### src/tsg_pkg.sv
// How it works
// - pattern_a and pattern_b each hold a programmable pattern up to 16 bits.
// - pattern_a and pattern_b may append a burst of up to 256 equal bits.
// - pattern_c and pattern_d hold at most 8 bits and never burst.
// - pair01_length and pair23_length complete each definition and delimit the pattern.
// - bits above the length are ignored; sending runs from length down to zero.
// - frame_control can place pattern_a, pattern_b or pattern_c before the data.
// - frame_control can place pattern_b, pattern_c or pattern_d after the data.
// - a and b share one timing/shape set; c and d share another.
// - each shared set gives bit clock, subcarrier, pulse type/length and envelope.
// - data between symbols comes from the bit generator when data_coding_type is zero.
package tsg_pkg;
   localparam int PAT_AB_W = 16;
   localparam int PAT_CD_W = 8;
   localparam int LEN_AB_W = 4;
   localparam int LEN_CD_W = 3;
   localparam int BURST_W = 8;
   localparam int DIV_W = 8;
   localparam int SUBC_W = 8;
   localparam int PTYPE_W = 2;
   localparam int PLEN_W = 4;
   localparam int ENV_W = 2;
   localparam int DCODE_W = 4;
   localparam int FIFO_DEPTH = 8;
   localparam int FIFO_W = 2;
   localparam int FIFO_LAST_POS = 1;
   localparam int FIFO_BIT_POS = 0;

   localparam logic [1:0] START_NONE = 2'h0;
   localparam logic [1:0] START_A = 2'h1;
   localparam logic [1:0] START_B = 2'h2;
   localparam logic [1:0] START_C = 2'h3;
   localparam logic [1:0] END_NONE = 2'h0;
   localparam logic [1:0] END_B = 2'h1;
   localparam logic [1:0] END_C = 2'h2;
   localparam logic [1:0] END_D = 2'h3;
   localparam logic [3:0] DCODE_DEFAULT = 4'h0;

   localparam logic [1:0] SYM_A = 2'h0;
   localparam logic [1:0] SYM_B = 2'h1;
   localparam logic [1:0] SYM_C = 2'h2;
   localparam logic [1:0] SYM_D = 2'h3;
   localparam logic [3:0] IDX_CD_MAX = 4'h7;

   typedef enum logic [2:0] {
      ST_IDLE = 3'b000,
      ST_SOF = 3'b001,
      ST_SOF_BURST = 3'b010,
      ST_DATA = 3'b011,
      ST_EOF = 3'b100,
      ST_EOF_BURST = 3'b101
   } tsg_state_t;

   typedef struct packed {
      tsg_state_t st;
      logic [1:0] sym;
      logic [3:0] idx;
      logic [BURST_W-1:0] burst_cnt;
      logic [DIV_W-1:0] div_cnt;
      logic tx_bit;
      logic bit_stb;
      logic tx_symbol;
      logic tx_pair;
      logic [SUBC_W-1:0] tx_subc_div;
      logic [PTYPE_W-1:0] tx_pulse_type;
      logic [PLEN_W-1:0] tx_pulse_len;
      logic [ENV_W-1:0] tx_env_type;
      logic busy;
      logic frame_done;
   } tsg_top_st_t;

   localparam tsg_top_st_t TOP_RESET = '0;
endpackage

### src/tsg_fifo_if.sv
`timescale 1ns/10ps
`default_nettype none
interface tsg_fifo_if #(parameter int W = 2);
   logic push_valid;
   logic [W-1:0] push_data;
   logic push_ready;
   logic pop_valid;
   logic [W-1:0] pop_data;
   logic pop_ready;
   modport fifo (input push_valid, push_data, pop_ready,
                 output push_ready, pop_valid, pop_data);
   modport user (output push_valid, push_data, pop_ready,
                 input push_ready, pop_valid, pop_data);
endinterface // tsg_fifo_if
`default_nettype wire

### src/tsg_fifo.sv
`timescale 1ns/10ps
`default_nettype none
module tsg_fifo #(
   parameter int W = 2,
   parameter int D = 8
) (
   // clock and reset
   input wire logic sys_clk,
   input wire logic rst_n,
   // both sides
   tsg_fifo_if.fifo f
);
   localparam int PW = (D > 1) ? $clog2(D) : 1;
   localparam int CW = $clog2(D + 1);

   typedef struct packed {
      logic [D-1:0][W-1:0] mem;
      logic [PW-1:0] wp;
      logic [PW-1:0] rp;
      logic [CW-1:0] cnt;
      logic in_rdy;
   } tsg_fifo_st_t;

   tsg_fifo_st_t s_r;
   tsg_fifo_st_t s_nxt;
   logic push;
   logic pop;

   assign f.push_ready = s_r.in_rdy;
   assign f.pop_valid = (s_r.cnt != '0);
   assign f.pop_data = s_r.mem[s_r.rp];
   assign push = f.push_valid && s_r.in_rdy;
   assign pop = f.pop_ready && (s_r.cnt != '0);

   function automatic logic [PW-1:0] ptr_inc(input logic [PW-1:0] p);
      ptr_inc = (p == PW'(D - 1)) ? '0 : p + PW'(1);
   endfunction

   always_comb begin
      s_nxt = s_r;
      if (push) begin
         s_nxt.mem[s_r.wp] = f.push_data;
         s_nxt.wp = ptr_inc(s_r.wp);
      end
      if (pop) begin
         s_nxt.rp = ptr_inc(s_r.rp);
      end
      s_nxt.cnt = s_r.cnt + CW'(push) - CW'(pop);
      // registered ready keeps the upstream path free of the pop logic
      s_nxt.in_rdy = (s_nxt.cnt != CW'(D));
   end

   always_ff @(posedge sys_clk or negedge rst_n) begin
      if (!rst_n) begin
         s_r <= '{mem: '0, wp: '0, rp: '0, cnt: '0, in_rdy: 1'b1};
      end else begin
         s_r <= s_nxt;
      end
   end
endmodule // tsg_fifo
`default_nettype wire

### src/tsg_top.sv
`timescale 1ns/10ps
`default_nettype none
module tsg_top (
   // clock and reset
   input wire logic sys_clk,
   input wire logic rst_n,
   // symbol definitions
   input wire logic [tsg_pkg::PAT_AB_W-1:0] pattern_a_def,
   input wire logic [tsg_pkg::PAT_AB_W-1:0] pattern_b_def,
   input wire logic [tsg_pkg::PAT_CD_W-1:0] pattern_c_def,
   input wire logic [tsg_pkg::PAT_CD_W-1:0] pattern_d_def,
   // pair01_length and pair23_length fields
   input wire logic [tsg_pkg::LEN_AB_W-1:0] pair01_length_a,
   input wire logic [tsg_pkg::LEN_AB_W-1:0] pair01_length_b,
   input wire logic [tsg_pkg::LEN_CD_W-1:0] pair23_length_c,
   input wire logic [tsg_pkg::LEN_CD_W-1:0] pair23_length_d,
   // bursts of pattern_a and pattern_b
   input wire logic burst_en_a,
   input wire logic burst_level_a,
   input wire logic [tsg_pkg::BURST_W-1:0] burst_len_a,
   input wire logic burst_en_b,
   input wire logic burst_level_b,
   input wire logic [tsg_pkg::BURST_W-1:0] burst_len_b,
   // shared configuration of pattern_a/pattern_b
   input wire logic [tsg_pkg::DIV_W-1:0] cfg01_bitclk_div,
   input wire logic [tsg_pkg::SUBC_W-1:0] cfg01_subc_div,
   input wire logic [tsg_pkg::PTYPE_W-1:0] cfg01_pulse_type,
   input wire logic [tsg_pkg::PLEN_W-1:0] cfg01_pulse_len,
   input wire logic [tsg_pkg::ENV_W-1:0] cfg01_env_type,
   // shared configuration of pattern_c/pattern_d
   input wire logic [tsg_pkg::DIV_W-1:0] cfg23_bitclk_div,
   input wire logic [tsg_pkg::SUBC_W-1:0] cfg23_subc_div,
   input wire logic [tsg_pkg::PTYPE_W-1:0] cfg23_pulse_type,
   input wire logic [tsg_pkg::PLEN_W-1:0] cfg23_pulse_len,
   input wire logic [tsg_pkg::ENV_W-1:0] cfg23_env_type,
   // frame_control
   input wire logic [1:0] frame_control_start_sel,
   input wire logic [1:0] frame_control_end_sel,
   input wire logic [tsg_pkg::DCODE_W-1:0] data_coding_type,
   input wire logic [tsg_pkg::DIV_W-1:0] data_bitclk_div,
   input wire logic frame_start,
   // data from the bit generator
   input wire logic data_valid,
   input wire logic data_bit,
   input wire logic data_last,
   output logic data_ready,
   // towards the modulator
   output logic tx_bit,
   output logic tx_bit_stb,
   output logic tx_symbol,
   output logic tx_pair,
   output logic [tsg_pkg::SUBC_W-1:0] tx_subc_div,
   output logic [tsg_pkg::PTYPE_W-1:0] tx_pulse_type,
   output logic [tsg_pkg::PLEN_W-1:0] tx_pulse_len,
   output logic [tsg_pkg::ENV_W-1:0] tx_env_type,
   // status
   output logic busy,
   output logic frame_done
);
   import tsg_pkg::*;

   tsg_top_st_t s;
   tsg_top_st_t n;
   logic want_data;
   logic want_end;
   logic want_done;
   logic cur_bit;
   logic cur_lvl;

   tsg_fifo_if #(.W(FIFO_W)) fifo_c ();

   tsg_fifo #(.W(FIFO_W), .D(FIFO_DEPTH)) u_fifo (
      .sys_clk(sys_clk),
      .rst_n(rst_n),
      .f(fifo_c.fifo)
   );

   assign fifo_c.push_valid = data_valid;
   assign fifo_c.push_data = {data_last, data_bit};
   // only a bit-clock tick of the data phase drains the buffer
   assign fifo_c.pop_ready = (s.st == ST_DATA) && (s.div_cnt == '0);
   assign data_ready = fifo_c.push_ready;

   function automatic logic [3:0] sym_len(input logic [1:0] sym,
                                          input logic [3:0] la, input logic [3:0] lb,
                                          input logic [2:0] lc, input logic [2:0] ld);
      unique case (sym)
         SYM_A: sym_len = la;
         SYM_B: sym_len = lb;
         SYM_C: sym_len = {1'b0, lc};
         SYM_D: sym_len = {1'b0, ld};
      endcase
   endfunction

   function automatic logic [DIV_W-1:0] reload(input logic [DIV_W-1:0] div);
      // zero is taken as one cycle per bit
      reload = (div == '0) ? '0 : div - DIV_W'(1);
   endfunction

   // idx beyond the programmed length is never reached
   always_comb begin
      unique case (s.sym)
         SYM_A: cur_bit = pattern_a_def[s.idx];
         SYM_B: cur_bit = pattern_b_def[s.idx];
         SYM_C: cur_bit = pattern_c_def[s.idx[2:0]];
         SYM_D: cur_bit = pattern_d_def[s.idx[2:0]];
      endcase
      cur_lvl = s.sym[0] ? burst_level_b : burst_level_a;
   end

   always_comb begin
      n = s;
      want_data = 1'b0;
      want_end = 1'b0;
      want_done = 1'b0;
      n.bit_stb = 1'b0;
      n.frame_done = 1'b0;
      unique case (s.st)
         ST_IDLE: begin
            if (frame_start) begin
               n.busy = 1'b1;
               n.div_cnt = '0;
               if (frame_control_start_sel == START_NONE) begin
                  want_data = 1'b1;
               end else begin
                  n.st = ST_SOF;
                  n.sym = frame_control_start_sel - 2'h1;
                  n.idx = sym_len(n.sym, pair01_length_a, pair01_length_b,
                                  pair23_length_c, pair23_length_d);
               end
            end
         end
         ST_SOF, ST_EOF: begin
            if (s.div_cnt != '0) begin
               n.div_cnt = s.div_cnt - DIV_W'(1);
            end else begin
               n.tx_bit = cur_bit;
               n.bit_stb = 1'b1;
               n.tx_symbol = 1'b1;
               n.tx_pair = s.sym[1];
               n.tx_subc_div = s.sym[1] ? cfg23_subc_div : cfg01_subc_div;
               n.tx_pulse_type = s.sym[1] ? cfg23_pulse_type : cfg01_pulse_type;
               n.tx_pulse_len = s.sym[1] ? cfg23_pulse_len : cfg01_pulse_len;
               n.tx_env_type = s.sym[1] ? cfg23_env_type : cfg01_env_type;
               n.div_cnt = reload(s.sym[1] ? cfg23_bitclk_div : cfg01_bitclk_div);
               if (s.idx != 4'h0) begin
                  n.idx = s.idx - 4'h1;
               end else if (!s.sym[1] && (s.sym[0] ? burst_en_b : burst_en_a)) begin
                  // burst only for the first pair
                  n.st = (s.st == ST_SOF) ? ST_SOF_BURST : ST_EOF_BURST;
                  n.burst_cnt = s.sym[0] ? burst_len_b : burst_len_a;
               end else if (s.st == ST_SOF) begin
                  want_data = 1'b1;
               end else begin
                  want_done = 1'b1;
               end
            end
         end
         ST_SOF_BURST, ST_EOF_BURST: begin
            if (s.div_cnt != '0) begin
               n.div_cnt = s.div_cnt - DIV_W'(1);
            end else begin
               n.tx_bit = cur_lvl;
               n.bit_stb = 1'b1;
               n.div_cnt = reload(cfg01_bitclk_div);
               if (s.burst_cnt != '0) begin
                  n.burst_cnt = s.burst_cnt - BURST_W'(1);
               end else if (s.st == ST_SOF_BURST) begin
                  want_data = 1'b1;
               end else begin
                  want_done = 1'b1;
               end
            end
         end
         ST_DATA: begin
            if (s.div_cnt != '0) begin
               n.div_cnt = s.div_cnt - DIV_W'(1);
            end else if (fifo_c.pop_valid) begin
               n.tx_bit = fifo_c.pop_data[FIFO_BIT_POS];
               n.bit_stb = 1'b1;
               n.tx_symbol = 1'b0;
               n.div_cnt = reload(data_bitclk_div);
               want_end = fifo_c.pop_data[FIFO_LAST_POS];
            end
         end
         default: begin
            n.st = ST_IDLE;
            n.busy = 1'b0;
         end
      endcase
      // the phase timer runs on so the last bit keeps its full period
      if (want_data) begin
         if (data_coding_type == DCODE_DEFAULT) begin
            n.st = ST_DATA;
         end else begin
            want_end = 1'b1;
         end
      end
      if (want_end) begin
         if (frame_control_end_sel != END_NONE) begin
            n.st = ST_EOF;
            n.sym = frame_control_end_sel;
            n.idx = sym_len(n.sym, pair01_length_a, pair01_length_b,
                            pair23_length_c, pair23_length_d);
         end else begin
            want_done = 1'b1;
         end
      end
      if (want_done) begin
         n.st = ST_IDLE;
         n.busy = 1'b0;
         n.frame_done = 1'b1;
      end
   end

   always_ff @(posedge sys_clk or negedge rst_n) begin
      if (!rst_n) begin
         s <= TOP_RESET;
      end else begin
         s <= n;
      end
   end

   assign tx_bit = s.tx_bit;
   assign tx_bit_stb = s.bit_stb;
   assign tx_symbol = s.tx_symbol;
   assign tx_pair = s.tx_pair;
   assign tx_subc_div = s.tx_subc_div;
   assign tx_pulse_type = s.tx_pulse_type;
   assign tx_pulse_len = s.tx_pulse_len;
   assign tx_env_type = s.tx_env_type;
   assign busy = s.busy;
   assign frame_done = s.frame_done;
endmodule // tsg_top
`default_nettype wire

### config.mk
export PLATFORM = sky130hd
export DESIGN_NAME = tsg_top
export DESIGN_NICKNAME = d
export VERILOG_FILES = /design/src/tsg_pkg.sv /design/src/tsg_fifo_if.sv /design/src/tsg_fifo.sv /design/src/tsg_top.sv
export SDC_FILE = /design/constraint.sdc
export NUM_CORES = 1
export LEC_CHECK = 0
export BUFFER_PORTS_ARGS = -buffer_cell sky130_fd_sc_hd__buf_2
export CAP_MARGIN = 20
export CORE_MARGIN = 2
export CORE_UTILIZATION = 40
export DETAILED_ROUTE_END_ITERATION = 10
export REMOVE_ABC_BUFFERS = 1
export SLEW_MARGIN = 20
export SYNTH_ARGS = -nofsm -noshare
export SYNTH_HDL_FRONTEND = slang
export SYNTH_SLANG_ARGS = --single-unit
### constraint.sdc
create_clock -name sys_clk -period 3.3 [get_ports sys_clk]
set_input_delay 0.495 -clock sys_clk [delete_from_list [all_inputs] [get_ports sys_clk]]
set_output_delay 0.495 -clock sys_clk [all_outputs]
set_load 0.01 [all_outputs]
==> results.md <==
- Status: complete, no violations
- Std-Cell Rows: 43
- Max Cap Viol: 0
- DRC: 0
- Area of the mapped netlist: 0.005761 mm²
- Sequential power share: 31.5%
- Net Sw Power: 0.002192 W
- CTS tree: done
- Worst slack at placement: 547.6 ps
- N_diodes: 0
- Initial core utilization: 41.18%
- Syn_area_per_cell: 9.475 µm²
- Critical Path Fanout Max: 5
- Core area: 0.01399 mm²
- Clock Tree Buf Depth: 2
- Vias per cell: 5.575
- Crit. Startpoint: s[22]
- Number of synthesized flops with an enable pin: 0
- R2R Path Start: s[22]
- Sw Share: 40.97%
- Slew @ Worst Pin: 972.1 ps
- Finish-stage setup viols: 0
- First-pass GRT wire length: 25.09 mm
- Initial DRT Pass Iterations: 6
- P&R area growth vs syn: 21.70%
- Clk pwr share: 18.1%
- Post-CTS Hold Buffers: 0
- RSZ-0062 raised after global routing: no
- Rel. slew slack: 35.19%
- Comb pwr share: 50.4%
- Design area: 0.007010 mm²
- Synth Flop Type: dfrtp_1
- P_int: 0.003158 W
- Num ports: 175
- Clk_lat worst skew: 330 ps
- Setup WS post-layout: 542.6 ps
- Post-CTS setup repair buffer count: 0
- Gate count of the mapped netlist: 608
- Initial antenna violation count: 0
- Post-CTS Resized: 0
- Sequential fraction of the synthesis area: 32.17%
- Number of global-route vias before repair: 5128
- Dpl cells: 934
- Largest net degree at the start of global routing: 75
- Fin Clk Skew: 4.524 ps
- Slew Limit Fails: 0
- Critical Path RT: 3540 ps
- Crit path kind: reg2reg
- Final cell count without fillers: 950
- CP Capture Type: register
- Async set-reset flop share out of synthesis: 100.0%
- Setup TNS: 0 ps
- ANT nets after route: 0
- Routed vias: 5296
- Fillers: 1335
- Fin crit period: 2757 ps
- CTS Buf Count: 9
- Peak supply drop: 0.4268 mV
- Synth unique cells: 79
- Total GRT Usage: 20.70%
- Worst Hold Class: in2async
- Final RePlAce weighted congestion: 0.8522
- Synth warnings: 0
- Final Net Count: 939
- Htree depth: 3
- Detailed Route WL: 15.88 mm
- Fmax: 362.7 MHz
- Final hold viol count: 0
- Power Density: 763.3 mW/mm²
- Layout cell share with drive strength beyond 1: 34.68%
- Tcrit/Tclk final: 83.56%
- Leak Pwr: 3.179 nW
- Placed Area: 0.006721 mm²
- Grt ovf: 0
- Die ar.: 0.01538 mm²
- Seq cells post-synth: 74
- DR WL/cell: 16.71 µm
- Startpoint Class: register
- Clock transition at path regs: 60 ps
- Clock Sink Count: 74
- Die outline width: 124.0 µm
- Dpl hpwl: 12.44 mm
- PortBufs: 174
- Die Y: 124.0 µm
- Iteration-0 DRC count of the detailed router: 286
- Root Driver: clkbuf_16
- Critical Path AT: 3000 ps
[power by group through the flow]
stage	Clock, W	Sequential [W]	Combinational [W]
after floorplan	0	0.00175	0.00174
after global placement	0	0.00168	0.00264
after detailed placement	0	0.00169	0.00269
after CTS	0.000988	0.00168	0.00271
after global routing	0.00103	0.00174	0.00299
final	0.000969	0.00168	0.00270
[cell usage after synthesis (7+ instances only)]
cell type  instances  area (µm²)
a21o_1             7       52.55
a21oi_1           44       220.2
buf_4             17       127.6
clkbuf_1          17       63.81
dfrtp_1           73        1827
ha_1              21       262.8
inv_1             28       105.1
mux2_2            26       292.8
mux2i_1           47       470.5
mux4_2            17       382.9
nand2_1           37       138.9
nand2b_1           9       56.30
nand3_1            9       45.04
nor2_1            49       183.9
nor3_1            20       100.1
nor3b_1            8       60.06
nor4_1             7       43.79
o21ai_0           30       150.1
o22ai_1            7       43.79
xor2_1             8       70.07
[kinds of logic after synthesis]
group                    synth area share [%]
multiplexers                            19.90
adder cells (fa/ha/maj)                 4.909
XOR/XNOR                                1.977
flip-flops                              32.17
AND/OR/NAND/NOR                         17.01
buffers and inverters                   6.472
AO/OA/AOI/OAI                           17.57
[cell usage in the layout (no fill, tap or decap), drive strengths merged, types with 4 or more instances in the layout]
master and instances:
mux2 26, o32ai 4, nand2b 9, buf 190
nor3b 8, nand2 37, dfrtp 73, mux4 17
a31oi 6, nor2b 6, o21a 4, xor2 8
nor4 8, or3 6, nor3 20, a22o 6
o31ai 4, inv 28, o22ai 7, a21o 7
mux2i 47, nand3 9, nor2 50, o21ai 32
a211oi 6, o211ai 6, ha 21, nand4 5
a21oi 44, xnor2 5, clkbuf 11, or4 6
[worst max-delay path: stages (launching register included)]
cell      delay, ps
dfrtp_1         390
inv_1           120
ha_1            200
or4b_4          510
or4_1           650
nor2_1          250
mux2i_1         270
mux2i_1         100
a211oi_1        180
[cell type report]
class / instances / area (µm²) / share of cell area (%)
clock inverters: 5 / 56.30 / 0.8031
clock buffers: 11 / 232.7 / 3.320
flip-flops and latches: 74 / 1854 / 26.45
repair buffers: 190 / 993.5 / 14.17
inverters: 28 / 105.1 / 1.499
multi-input cells: 462 / 3543 / 50.54
well taps: 180 / 225.2 / 3.213
[final timing paths]
check,endpoint,slack (ps),cells after the start
worst max-delay path,s[38],540,8
worst min-delay path,s[42],320,1
worst max register to register,s[38],540,8
worst min register to register,u_fifo.s_r[23],500,1
max in group asynchronous,s[43],2320,1
min in group sys_clk,s[41],440,3
[metal layers]
metal	share of wire (%)	global-route usage, %	up-vias	wire length (µm)
met4	1.6	5.548	0	248
met2	49	34.62	134	7851
met5	0	0	-	0
met3	4.4	3.251	21	697
met1	45	27.97	2575	7079
li1	-	-	2566	-
[stage by stage]
| step | power (W) | hold slack [ps] | util [%] |
|---|---|---|---|
| after floorplan | 0.003492 | 199.4 | - |
| after global placement | 0.004320 | 485.2 | 48.05 |
| after detailed placement | 0.004387 | 493.6 | 48.05 |
| after CTS | 0.005380 | 359.2 | 50.12 |
| after global routing | 0.005760 | 392.7 | 50.12 |
| final | 0.005351 | 316.5 | 50.12 |
[sequential cells by signal, summed over array words and instances, names as in the netlist, 2 cells and up]
signal         flops
tx_env_type        2
tx_pulse_len       4
u_fifo.s_r        26
tx_subc_div        8
tx_pulse_type      2
s                 25
Power figures use the tool's default switching activity.
